`src/shared/acsh_params.svh`:
```
`ifndef ACSH_PARAMS_SVH
`define ACSH_PARAMS_SVH

// ==========================================================================
// Register byte offsets
`define ACSH_OFS_NC_CTRL     8'h00
`define ACSH_OFS_SHARED_WORD 8'h04
`define ACSH_OFS_AXIS_CTRL   8'h08
`define ACSH_OFS_SPEED_SCALE 8'h0c
`define ACSH_OFS_AXIS_MODE   8'h10
`define ACSH_OFS_CONFIG      8'h14
`define ACSH_OFS_TARGET      8'h18
`define ACSH_OFS_STATUS      8'h1c
`define ACSH_OFS_SETPOINT    8'h20
`define ACSH_OFS_FOLLOW_ERR  8'h24

// ==========================================================================
// Axis control word bit positions
`define ACSH_B_POS_REQ     0
`define ACSH_B_HOME_SW     1
`define ACSH_B_CLR_TRAVEL  2
`define ACSH_B_FEED_HOLD   3
`define ACSH_B_DIR_NEG     4
`define ACSH_B_DIR_POS     5
`define ACSH_B_CAM_EN      6
`define ACSH_B_LOOP_EN     7
`define ACSH_B_ROT_CHECK   8
`define ACSH_B_TRACK       9
`define ACSH_B_RAPID       10
`define ACSH_B_SCALE_APPLY 11
`define ACSH_B_SYNC_START  12
`define ACSH_AXIS_CTRL_W   13

// ==========================================================================
// Status bit positions
`define ACSH_S_SERVO_EN    0
`define ACSH_S_TRACK_ACT   1
`define ACSH_S_FAULT       2
`define ACSH_S_HOMED       3

// ==========================================================================
// Other fields and reset values
`define ACSH_B_SYNC_DIS    0
`define ACSH_B_CLR_EDGE    0
`define ACSH_SHARED_W      16
`define ACSH_SCALE_W       8
`define ACSH_POS_W         32
`define ACSH_SCALE_UNITY   8'h64
`define ACSH_RST_AXIS_CTRL 13'h0000
`define ACSH_RST_SCALE     8'h64

`endif

```
`src/shared/acsh_pkg.sv`:
```
package acsh_pkg;

	// Operating mode of the axis
	typedef enum logic [1:0]
	{
		ACSH_MODE_JOG,
		ACSH_MODE_INCR,
		ACSH_MODE_HOMING,
		ACSH_MODE_AUTO
	} acsh_mode_t;

	// Position loop state
	typedef enum logic [1:0]
	{
		ACSH_LOOP_HOLD,
		ACSH_LOOP_TRACK,
		ACSH_LOOP_CLOSED
	} acsh_loop_t;

endpackage

```
`src/acsh_edge_det.sv`:
```
module acsh_edge_det #(
	parameter int W = 1
) (
	input  wire logic         mclk,
	input  wire logic         resetn,
	input  wire logic         en,
	input  wire logic [W-1:0] level,
	output logic      [W-1:0] rise
);

	logic [W-1:0] prev_ff;

	// ======================================================================
	// Previous level, advanced only on enabled cycles
	always_ff @(posedge mclk)
	begin
		if (!resetn)
			prev_ff <= '0;
		else if (en)
			prev_ff <= level;
	end

	assign rise = level & ~prev_ff;

endmodule // acsh_edge_det

```
`src/acsh_axis_ctrl.sv`:
```
`include "acsh_params.svh"

module acsh_axis_ctrl
	import acsh_pkg::*;
(
	input  wire logic        mclk,
	input  wire logic        resetn,
	input  wire logic        ce,
	input  wire logic        hsel,
	input  wire logic [7:0]  haddr,
	input  wire logic [1:0]  htrans,
	input  wire logic        hwrite,
	input  wire logic [2:0]  hsize,
	input  wire logic [31:0] hwdata,
	input  wire logic        hready,
	output logic             hreadyout,
	output logic      [31:0] hrdata,
	output logic             hresp,
	input  wire logic        update_tick,
	input  wire logic        drive_fault,
	input  wire logic        homing_done,
	input  wire logic [31:0] actual_pos,
	output logic             sync_action_suppress,
	output logic      [15:0] sync_word,
	output logic             host_pos_ctrl,
	output logic             home_switch_out,
	output logic             travel_clear,
	output logic             motion_inhibit,
	output logic             jog_neg,
	output logic             jog_pos,
	output logic             start_neg,
	output logic             start_pos,
	output logic             cam_pairs_active,
	output logic             servo_enable,
	output logic             rotation_monitor_on,
	output logic             track_actual_active,
	output logic             rapid_active,
	output logic      [7:0]  speed_scale_out,
	output logic             gantry_sync_start,
	output logic             axis_homed,
	output logic      [31:0] setpoint
);

	// ======================================================================
	// Bus slave state
	logic        dph_valid_ff;
	logic        dph_write_ff;
	logic [7:0]  dph_addr_ff;
	logic        hreadyout_ff;
	logic [31:0] hrdata_ff;
	logic        wr_en;
	logic        rd_done;
	logic [31:0] rd_mux;

	// Software registers
	logic                        sync_dis_ff;
	logic [15:0]                 shared_word_ff;
	logic [12:0]                 axis_ctrl_ff;
	logic [7:0]                  scale_ff;
	acsh_mode_t                  mode_ff;
	logic                        clr_edge_ff;
	logic [31:0]                 target_ff;
	logic                        target_wr_ff;
	logic                        fault_ff;

	// Sampled copies
	logic        smp_sync_dis_ff;
	logic [15:0] smp_word_ff;
	logic [12:0] smp_ctrl_ff;
	logic [7:0]  smp_scale_ff;
	acsh_mode_t  smp_mode_ff;
	logic        apply_ff;
	logic        act;
	logic [3:0]  rise;

	// Loop and outputs
	acsh_loop_t  loop_ff;
	acsh_loop_t  nxt_loop;
	logic [31:0] setpoint_ff;
	logic [31:0] follow_err_ff;
	logic        homed_ff;
	logic        sync_sup_ff;
	logic [15:0] sync_word_ff;
	logic        pos_ctrl_ff;
	logic        home_sw_ff;
	logic        clr_ff;
	logic        inhibit_ff;
	logic        jog_neg_ff;
	logic        jog_pos_ff;
	logic        start_neg_ff;
	logic        start_pos_ff;
	logic        cam_ff;
	logic        rot_mon_ff;
	logic        rapid_ff;
	logic [7:0]  scale_out_ff;
	logic        gantry_ff;
	logic        step_mode;
	logic        servo_en_ff;
	logic        trk_act_ff;

	// ======================================================================
	// AHB-Lite slave: writes zero-wait, reads one wait state
	assign wr_en   = ce && dph_valid_ff && dph_write_ff && hready;
	assign rd_done = dph_valid_ff && !dph_write_ff && !hreadyout_ff;

	always_ff @(posedge mclk)
	begin
		if (!resetn)
		begin
			dph_valid_ff <= 1'b0;
			dph_write_ff <= 1'b0;
			dph_addr_ff  <= 8'h00;
			hreadyout_ff <= 1'b1;
			hrdata_ff    <= 32'h0000_0000;
		end
		else if (ce)
		begin
			if (rd_done)
			begin
				hrdata_ff    <= rd_mux;
				hreadyout_ff <= 1'b1;
				dph_valid_ff <= 1'b0;
			end
			else if (hready)
			begin
				dph_valid_ff <= hsel && htrans[1];
				dph_write_ff <= hwrite;
				dph_addr_ff  <= haddr;
				if (hsel && htrans[1] && !hwrite)
					hreadyout_ff <= 1'b0;
			end
		end
	end

	always_comb
	begin
		rd_mux = 32'h0000_0000;
		unique case (dph_addr_ff)
			`ACSH_OFS_NC_CTRL:     rd_mux[`ACSH_B_SYNC_DIS] = sync_dis_ff;
			`ACSH_OFS_SHARED_WORD: rd_mux[15:0] = shared_word_ff;
			`ACSH_OFS_AXIS_CTRL:   rd_mux[12:0] = axis_ctrl_ff;
			`ACSH_OFS_SPEED_SCALE: rd_mux[7:0] = scale_ff;
			`ACSH_OFS_AXIS_MODE:   rd_mux[1:0] = mode_ff;
			`ACSH_OFS_CONFIG:      rd_mux[`ACSH_B_CLR_EDGE] = clr_edge_ff;
			`ACSH_OFS_TARGET:      rd_mux = target_ff;
			`ACSH_OFS_STATUS:
			begin
				rd_mux[`ACSH_S_SERVO_EN]  = servo_enable;
				rd_mux[`ACSH_S_TRACK_ACT] = track_actual_active;
				rd_mux[`ACSH_S_FAULT]     = fault_ff;
				rd_mux[`ACSH_S_HOMED]     = homed_ff;
			end
			`ACSH_OFS_SETPOINT:    rd_mux = setpoint_ff;
			`ACSH_OFS_FOLLOW_ERR:  rd_mux = follow_err_ff;
			default:               rd_mux = 32'h0000_0000;
		endcase
	end

	// ======================================================================
	// Software registers
	always_ff @(posedge mclk)
	begin
		if (!resetn)
		begin
			sync_dis_ff    <= 1'b0;
			shared_word_ff <= 16'h0000;
			axis_ctrl_ff   <= `ACSH_RST_AXIS_CTRL;
			scale_ff       <= `ACSH_RST_SCALE;
			mode_ff        <= ACSH_MODE_JOG;
			clr_edge_ff    <= 1'b0;
			target_ff      <= 32'h0000_0000;
			target_wr_ff   <= 1'b0;
		end
		else if (ce)
		begin
			target_wr_ff <= 1'b0;
			if (wr_en)
			begin
				unique case (dph_addr_ff)
					`ACSH_OFS_NC_CTRL:
						sync_dis_ff <= hwdata[`ACSH_B_SYNC_DIS];
					`ACSH_OFS_SHARED_WORD: shared_word_ff <= hwdata[15:0];
					`ACSH_OFS_AXIS_CTRL:   axis_ctrl_ff <= hwdata[12:0];
					`ACSH_OFS_SPEED_SCALE: scale_ff <= hwdata[7:0];
					`ACSH_OFS_AXIS_MODE:
						mode_ff <= acsh_mode_t'(hwdata[1:0]);
					`ACSH_OFS_CONFIG:
						clr_edge_ff <= hwdata[`ACSH_B_CLR_EDGE];
					`ACSH_OFS_TARGET:
					begin
						target_ff    <= hwdata;
						target_wr_ff <= 1'b1;
					end
					default: ;
				endcase
			end
		end
	end

	// Fault latch, set wins over the clear by writing status
	always_ff @(posedge mclk)
	begin
		if (!resetn)
			fault_ff <= 1'b0;
		else if (ce)
		begin
			if (drive_fault)
				fault_ff <= 1'b1;
			else if (wr_en && dph_addr_ff == `ACSH_OFS_STATUS
				&& hwdata[`ACSH_S_FAULT])
				fault_ff <= 1'b0;
		end
	end

	// ======================================================================
	// Sampling once per cyclic exchange
	always_ff @(posedge mclk)
	begin
		if (!resetn)
		begin
			smp_sync_dis_ff <= 1'b0;
			smp_word_ff     <= 16'h0000;
			smp_ctrl_ff     <= `ACSH_RST_AXIS_CTRL;
			smp_scale_ff    <= `ACSH_RST_SCALE;
			smp_mode_ff     <= ACSH_MODE_JOG;
			apply_ff        <= 1'b0;
		end
		else if (ce)
		begin
			apply_ff <= update_tick;
			if (update_tick)
			begin
				smp_sync_dis_ff <= sync_dis_ff;
				smp_word_ff     <= shared_word_ff;
				smp_ctrl_ff     <= axis_ctrl_ff;
				smp_scale_ff    <= scale_ff;
				smp_mode_ff     <= mode_ff;
			end
		end
	end

	assign act = ce && apply_ff;
	assign step_mode = smp_mode_ff == ACSH_MODE_INCR
		|| smp_mode_ff == ACSH_MODE_HOMING;

	acsh_edge_det #(
		.W(4)
	) acsh_edge_det_inst (
		.mclk   (mclk),
		.resetn (resetn),
		.en     (act),
		.level  ({smp_ctrl_ff[`ACSH_B_SYNC_START],
			smp_ctrl_ff[`ACSH_B_DIR_POS],
			smp_ctrl_ff[`ACSH_B_DIR_NEG],
			smp_ctrl_ff[`ACSH_B_CLR_TRAVEL]}),
		.rise   (rise)
	);

	// ======================================================================
	// Control outputs, refreshed on the cycle after sampling
	always_ff @(posedge mclk)
	begin
		if (!resetn)
		begin
			sync_sup_ff  <= 1'b0;
			sync_word_ff <= 16'h0000;
			pos_ctrl_ff  <= 1'b0;
			home_sw_ff   <= 1'b0;
			clr_ff       <= 1'b0;
			inhibit_ff   <= 1'b0;
			jog_neg_ff   <= 1'b0;
			jog_pos_ff   <= 1'b0;
			start_neg_ff <= 1'b0;
			start_pos_ff <= 1'b0;
			cam_ff       <= 1'b0;
			rot_mon_ff   <= 1'b0;
			rapid_ff     <= 1'b0;
			scale_out_ff <= `ACSH_SCALE_UNITY;
			gantry_ff    <= 1'b0;
		end
		else if (act)
		begin
			sync_sup_ff  <= smp_sync_dis_ff;
			sync_word_ff <= smp_word_ff;
			pos_ctrl_ff  <= smp_ctrl_ff[`ACSH_B_POS_REQ];
			home_sw_ff   <= smp_ctrl_ff[`ACSH_B_HOME_SW];
			clr_ff       <= clr_edge_ff ? rise[0]
				: smp_ctrl_ff[`ACSH_B_CLR_TRAVEL];
			inhibit_ff   <= smp_ctrl_ff[`ACSH_B_FEED_HOLD];
			jog_neg_ff   <= smp_ctrl_ff[`ACSH_B_DIR_NEG]
				&& smp_mode_ff == ACSH_MODE_JOG;
			jog_pos_ff   <= smp_ctrl_ff[`ACSH_B_DIR_POS]
				&& smp_mode_ff == ACSH_MODE_JOG;
			start_neg_ff <= rise[1] && step_mode;
			start_pos_ff <= rise[2] && step_mode;
			cam_ff       <= smp_ctrl_ff[`ACSH_B_CAM_EN];
			rot_mon_ff   <= smp_ctrl_ff[`ACSH_B_ROT_CHECK];
			rapid_ff     <= smp_ctrl_ff[`ACSH_B_RAPID]
				&& (smp_mode_ff == ACSH_MODE_JOG
				|| smp_mode_ff == ACSH_MODE_INCR);
			scale_out_ff <= smp_ctrl_ff[`ACSH_B_SCALE_APPLY]
				? smp_scale_ff : `ACSH_SCALE_UNITY;
			gantry_ff    <= rise[3];
		end
		else if (ce)
		begin
			// Start pulses last one cycle
			start_neg_ff <= 1'b0;
			start_pos_ff <= 1'b0;
			gantry_ff    <= 1'b0;
			if (clr_edge_ff)
				clr_ff <= 1'b0;
		end
	end

	// ======================================================================
	// Position loop
	always_comb
	begin
		if (smp_ctrl_ff[`ACSH_B_LOOP_EN] && !fault_ff)
			nxt_loop = ACSH_LOOP_CLOSED;
		else if (smp_ctrl_ff[`ACSH_B_TRACK])
			nxt_loop = ACSH_LOOP_TRACK;
		else
			nxt_loop = ACSH_LOOP_HOLD;
	end

	// Loop state and its two status flags, all registered together
	always_ff @(posedge mclk)
	begin
		if (!resetn)
		begin
			loop_ff     <= ACSH_LOOP_HOLD;
			servo_en_ff <= 1'b0;
			trk_act_ff  <= 1'b0;
		end
		else if (ce)
		begin
			loop_ff     <= nxt_loop;
			servo_en_ff <= nxt_loop == ACSH_LOOP_CLOSED;
			trk_act_ff  <= nxt_loop == ACSH_LOOP_TRACK;
		end
	end

	// Setpoint tracks actual only while open and tracking
	always_ff @(posedge mclk)
	begin
		if (!resetn)
			setpoint_ff <= 32'h0000_0000;
		else if (ce)
		begin
			unique case (loop_ff)
				ACSH_LOOP_TRACK:  setpoint_ff <= actual_pos;
				ACSH_LOOP_HOLD:   setpoint_ff <= setpoint_ff;
				ACSH_LOOP_CLOSED:
					if (target_wr_ff)
						setpoint_ff <= target_ff;
			endcase
		end
	end

	always_ff @(posedge mclk)
	begin
		if (!resetn)
			follow_err_ff <= 32'h0000_0000;
		else if (ce)
			follow_err_ff <= setpoint_ff - actual_pos;
	end

	// Homed state survives track mode changes
	always_ff @(posedge mclk)
	begin
		if (!resetn)
			homed_ff <= 1'b0;
		else if (ce && homing_done)
			homed_ff <= 1'b1;
	end

	// ======================================================================
	// Output wiring
	assign hreadyout            = hreadyout_ff;
	assign hrdata               = hrdata_ff;
	assign hresp                = 1'b0;
	assign sync_action_suppress = sync_sup_ff;
	assign sync_word            = sync_word_ff;
	assign host_pos_ctrl        = pos_ctrl_ff;
	assign home_switch_out      = home_sw_ff;
	assign travel_clear         = clr_ff;
	assign motion_inhibit       = inhibit_ff;
	assign jog_neg              = jog_neg_ff;
	assign jog_pos              = jog_pos_ff;
	assign start_neg            = start_neg_ff;
	assign start_pos            = start_pos_ff;
	assign cam_pairs_active     = cam_ff;
	assign servo_enable         = servo_en_ff;
	assign rotation_monitor_on  = rot_mon_ff;
	assign track_actual_active  = trk_act_ff;
	assign rapid_active         = rapid_ff;
	assign speed_scale_out      = scale_out_ff;
	assign gantry_sync_start    = gantry_ff;
	assign axis_homed           = homed_ff;
	assign setpoint             = setpoint_ff;
endmodule // acsh_axis_ctrl

```
`config.mk`:
```
export PLATFORM = sky130hd
export DESIGN_NAME = acsh_axis_ctrl
export DESIGN_NICKNAME = d
export VERILOG_FILES = /design/src/shared/acsh_pkg.sv /design/src/acsh_edge_det.sv /design/src/acsh_axis_ctrl.sv
export VERILOG_INCLUDE_DIRS = /design/src /design/src/shared
export SDC_FILE = /design/constraint.sdc
export NUM_CORES = 1
export LEC_CHECK = 0
export ABC_CLOCK_PERIOD_IN_PS = 3300
export BUFFER_PORTS_ARGS = -buffer_cell sky130_fd_sc_hd__buf_4
export CORE_ASPECT_RATIO = 1.25
export CORE_MARGIN = 5
export CORE_UTILIZATION = 57
export CTS_CLUSTER_DIAMETER = 80
export DETAILED_ROUTE_END_ITERATION = 10
export PLACE_DENSITY = 0.81
export SETUP_SLACK_MARGIN = 0.1
export SLEW_MARGIN = 20
export SYNTH_ARGS = -nofsm -noshare
export SYNTH_HDL_FRONTEND = slang
export SYNTH_SLANG_ARGS = --single-unit
```
`constraint.sdc`:
```
create_clock -name mclk -period 3.3 [get_ports mclk]
set_input_delay 0.165 -clock mclk [delete_from_list [all_inputs] [get_ports mclk]]
set_output_delay 0.165 -clock mclk [all_outputs]
set_load 0.1 [all_outputs]
```
# Word-level counts from Yosys, hierarchy flattened
# Cells that the tools add are included.
totals:
  reg_bits: 269
  wordCells: 138
  out_inout_bits: 106
classes:
  n_eq_ne: 16
  reduce_logical: 46
  add_sub_neg: 1
  mux: 29
  bitwise: 4
ops:
  columns: ["operator", "count"]
  rows:
  - ["$pmux 32 s2", 1]
  - ["$pmux 16 s3", 1]
  - ["$eq 8x5->1 const B", 4]
  - ["$mux 32", 1]
  - ["$sub 32x32->32", 1]
  - ["$reduce_and 3->1", 10]
  - ["$pmux 5 s5", 1]
  - ["$pmux 4 s6", 1]
  - ["$mux 1", 18]
  - ["$logic_and 1x1->1", 17]
  - ["$eq 8x4->1 const B", 2]
  - ["$eq 8x6->1 const B", 2]
  - ["$pmux 2 s7", 1]
  - ["$pmux 3 s4", 1]
  - ["$pmux 1 s10", 1]
  - ["$reduce_and 2->1", 5]
  - ["$reduce_bool 2->1", 5]
  - ["$eq 8x3->1 const B", 1]
  - ["$logic_not 8->1", 1]
  - ["$mux 8", 1]
  - ["$pmux 1 s8", 1]
  - ["$eq 2x1->1 const B", 3]
  - ["$eq 2x2->1 const B", 3]
  - ["$and 4x4->4", 1]
  - ["other kinds (7)", 13]

# Longest topological paths before layout
depth:
  ltp_word: 7
  ltp_mapped: 11
  mapped_depth_nobuf: 11

# Cells and area by module
# From an unflattened synthesis, not the netlist that was laid out.
hier_totals:
  cells_unflattened: 1560
  hier_area_um2: 12497.0
by_module_without_submodules:
  columns: ["mod", "instances", "area_each_um2", "cells_per_inst"]
  rows:
  - ["acsh_axis_ctrl", 1, 12315.6, 1543]
  - ["acsh_edge_det", 1, 181.4, 17]

# Worst setup path after synthesis
# Ideal clock, no wire load.
synth_path:
  path_type: "reg-to-reg"
  from: "reg setpoint_ff[0], in the netlist setpoint[0]"
  to: "reg follow_err_ff[24]"
  setup_ns: 0.122
  synth_period_minus_slack_ns: 3.506
  path_slack_ns: -0.206
  arrival_time_ns: 3.384
  required_time_ns: 3.178
  path_stages_with_launch: 12
  cell_sequence: "dfxtp_1 inv_1 ha_1 fa_1 and2b_1 o21a_2 o21ai_2 a211o_4 a2111o_1 a21oi_4 a211oi_1 a221o_1"
synth_between:
  elab_chain_cells: 1
synth_rtl:
  columns: ["item", "line_no", "rtl"]
  rows:
  - ["start, declared", "acsh_axis_ctrl.sv:79", "logic [31:0] setpoint_ff;"]
  - ["start signal, assigned", "acsh_axis_ctrl.sv:353", "ACSH_LOOP_TRACK: setpoint_ff <= actual_pos;"]
  - ["start signal, assigned", "acsh_axis_ctrl.sv:354", "ACSH_LOOP_HOLD: setpoint_ff <= setpoint_ff;"]
  - ["start signal, assigned", "acsh_axis_ctrl.sv:357", "setpoint_ff <= target_ff;"]
  - ["$sub 32x32->32", "acsh_axis_ctrl.sv:367", "follow_err_ff <= setpoint_ff - actual_pos;"]
  - ["end signal, assigned", "acsh_axis_ctrl.sv:367", null]
  - ["end, declared", "acsh_axis_ctrl.sv:80", "logic [31:0] follow_err_ff;"]
# Every way passes these cells.
# A chain may end at the register's enable or synchronous reset.

# Worst setup path in the final report
# Same ends and word-level chain as after synthesis.

==> results.sh <==
export IMPL_status="complete, no violations"
export IMPL_layout_common_cells="nand2_1 (353), dfxtp_1 (266), buf_4 (214)"
export IMPL_portBuffers=186
export IMPL_post_route_cell_area_um2=15500
export IMPL_initial_core_util=0.574
export IMPL_period_minus_slack_ns=3.07
export IMPL_min_period_over_period=0.929
export IMPL_dr_total_vias=12302
export IMPL_critPathMaxFanout=6
export IMPL_synth_distinct_cells=76
export IMPL_placed_area_um2=13900
export IMPL_fin_total_pwr_uw=6980
export IMPL_cts_tree="done"
export IMPL_ant_nets=0
export IMPL_clockBufferDepth=3
export IMPL_p_leak_uw=0.00631
export IMPL_required_ns=3.73
export IMPL_synth_ff_type="dfxtp_1"
export IMPL_clockPowerShare=0.452
export IMPL_fp_dieH_um=174
export IMPL_endpoint_kind="register"
export IMPL_antenna_found_initial=2
export IMPL_reg2reg_depth=11
export IMPL_seq_power_share=0.473
export IMPL_cts_root_buffer="clkbuf_16"
export IMPL_area_growth_pct=26.8
export IMPL_synth_edf_count=0
export IMPL_dr_pass1_iters=5
export IMPL_yosys_warnings=0
export IMPL_dp_final_hpwl_um=26300
export IMPL_drc=0
export IMPL_slew_limit_headroom=0.365
export IMPL_synth_area_leader_cell="dfxtp_1"
export IMPL_cts_repair_resized=0
export IMPL_place_gp_congestion=0.957
export IMPL_synthArstFlopShare=0
export IMPL_overflow=0
export IMPL_synth_area_um2=12200
export IMPL_r2r_start="setpoint[0]$_SDFFE_PN0P_"
export IMPL_wl_per_cell_um=19.4
export IMPL_final_common_cell="nand2_1"
export IMPL_avgViaCountPerCell=6.03
export IMPL_worstHoldPathCells=3
export IMPL_cts_buffers=27
export IMPL_clock_skew_ns=0.00846
export IMPL_clk_pin_slew_ns=0.06
export IMPL_post_synth_main_area_contributors="dfxtp_1 (44%), nand2_1 (11%), a21oi_1 (8.3%), mux2i_1 (4.5%), ha_1 (3.4%)"
export IMPL_synth_avg_cell_area_um2=8.04
export IMPL_synthCells=1522
export IMPL_reg2reg_slack_ns=0.23
export IMPL_p_sw_uw=1620
export IMPL_worstHoldPathType="input port to register"
export IMPL_hp_start="actual_pos[26]"
export IMPL_die_area_um2=24500
export IMPL_clock_latency_ns=0.55
export IMPL_fin_tns_setup_ns=0
export IMPL_ys_seq_area_frac=0.438
export IMPL_drive_above_1_share=0.160
export IMPL_tightest_slew_ns=0.949
export IMPL_fmax_mhz=326
export IMPL_crit_slowest_cell="a2111o_1"
export IMPL_internal_power_uw=5360
export IMPL_timing_max_cap_violations=0
export IMPL_row_count=60
export IMPL_p_sw_frac=0.232
export IMPL_grt_usage=0.313
export IMPL_critPathKind="register to register"
export IMPL_rsz0062_at_grt="no"
export IMPL_grt_pass1_vias=12187
export IMPL_syn_num_nets=1642
export IMPL_pin_count=192
export IMPL_grt_max_degree=174
export IMPL_synth_top_area_share=0.438
export IMPL_worstPathArrival_ns=3.50
export IMPL_vdd_drop_max_mv=0.402
export IMPL_hold_viol=0
export IMPL_grt_pass1_wl_um=63300
export IMPL_setup_viol=0
export IMPL_wl_um=39500
export IMPL_min_delay_worst_endpoint="setpoint[26]$_SDFFE_PN0P_"
export IMPL_cts_sinks=268
export IMPL_drtIter0Drc=1317
export IMPL_power_density_nw_per_um2=449
export IMPL_synth_seq_cells=268
export IMPL_timing_rr_end="follow_err_ff[24]$_SDFFE_PN0P_"
export IMPL_fp_dieW_um=141
export IMPL_cp_start_kind="register"
export IMPL_power_frac_comb=0.075
export IMPL_slew_violations=0
export IMPL_cp_slowest_stage_delay_ns=0.47
export IMPL_ctsHtreeMaxLevel=1
export IMPL_cp_cell_sequence="inv_1 > ha_1 > fa_1 > and2b_1 > o21a_2 > o21ai_2 > a211o_4 > a2111o_1 > a21oi_4 > a211oi_1 > a221o_1"
export IMPL_nNetsFinal=1860
export IMPL_core_area_um2=21300
[synthesized netlist by cell type, drive strengths merged, types with 7 or more instances]
master,count
nor2,90
a221oi,13
a222oi,20
nand3,37
a21oi,205
clkbuf,85
nand4,9
buf,13
nor3b,8
nor3,25
dfxtp,268
a211oi,43
and2,7
nand2,353
o21ai,56
ha,33
and3,8
inv,46
o21a,9
mux2i,55
nand3b,10
a21o,22
a22oi,10
[logic make-up (layout without fill, tap and decap cells)]
kind of cell | Yosys count | after routing | synth area share
mux | 56 | 56 | 0.0468
other cells | 1 | 3 | 0.000306
buf+inv | 145 | 381 | 0.0452
compound gates | 435 | 435 | 0.225
flops | 268 | 268 | 0.438
fa+ha+maj | 34 | 34 | 0.0354
simple gates | 576 | 576 | 0.204
xor+xnor | 7 | 7 | 0.00501
[per-layer routing]
metal	track usage	part of all wire
met3	0.0397	0.069
met1	0.377	0.38
met4	0.152	0.049
met5	0	0
met2	0.548	0.50
[final cells by class]
class | count | area [um^2]
multi-input combinational | 1109 | 6360
fill | 1623 | 5800
sequential | 268 | 5370
timing repair buffer | 287 | 2350
clock buffer | 42 | 822
tap | 279 | 349
inverter | 47 | 181
clock inverter | 5 | 92.6
antenna | 2 | 5.00
[sequential cells by signal, summed over array words and instances (netlist names), 2 cells and up]
name	flops
smp_scale_ff	8
hrdata	32
loop_ff	2
axis_ctrl_ff	13
smp_mode_ff	2
shared_word_ff	16
sync_word	16
dph_addr_ff	8
scale_ff	8
target_ff	32
speed_scale_out	8
setpoint	32
smp_ctrl_ff	13
follow_err_ff	32
smp_word_ff	16
acsh_edge_det_inst.prev_ff	4
mode_ff	2
[power by group through the flow]
| stage | clock network, uW | registers, uW | logic (uW) |
|---|---|---|---|
| 6_report | 3150 | 3300 | 523 |
| 4_1_cts | 3180 | 3300 | 513 |
| 3_3_place_gp | 0 | 3370 | 434 |
| 2_1_floorplan | 0 | 3370 | 261 |
| 3_5_place_dp | 0 | 3370 | 441 |
| 5_1_grt | 3330 | 3310 | 564 |
[through the flow]
step	hold slack [ns]	std cells	utilization	setup slack, ns
final	0.0141	2039	0.728	0.235
after global routing	0.00551	2039	0.728	0.143
after CTS	0.00236	2037	0.728	0.260
after detailed placement	0.411	1918	0.651	0.303
after global placement	0.402	1918	0.651	0.337
after floorplan	0.289	1522	-	0.128
[critical path: cells and delay by family (launching register included)]
kind / cells / cell delay, ns
AND/OR/NAND/NOR: 1 / 0.22
AO/OA/AOI/OAI: 7 / 1.69
flip-flops: 1 / 0.36
adder cells (fa/ha/maj): 2 / 0.60
buffers and inverters: 1 / 0.07
[worst max path at each step]
stage | slack (ns) | to | cells after the start | startpoint
2_1_floorplan | 0.13 | follow_err_ff[24]$_SDFFE_PN0P_ | 11 | setpoint[0]$_SDFFE_PN0P_
3_3_place_gp | 0.34 | follow_err_ff[24]$_SDFFE_PN0P_ | 11 | setpoint[0]$_SDFFE_PN0P_
3_5_place_dp | 0.30 | follow_err_ff[24]$_SDFFE_PN0P_ | 11 | setpoint[0]$_SDFFE_PN0P_
4_1_cts | 0.26 | follow_err_ff[24]$_SDFFE_PN0P_ | 11 | setpoint[0]$_SDFFE_PN0P_
5_1_grt | 0.14 | follow_err_ff[20]$_SDFFE_PN0P_ | 11 | setpoint[0]$_SDFFE_PN0P_
6_report | 0.23 | follow_err_ff[24]$_SDFFE_PN0P_ | 11 | setpoint[0]$_SDFFE_PN0P_
[repair_timing]
action,in CTS,in global routing
endpoints found under the hold margin,111,0
buffers inserted,0,0
hold buffers,72,0
Note: power is estimated with default switching activity, not from simulation.
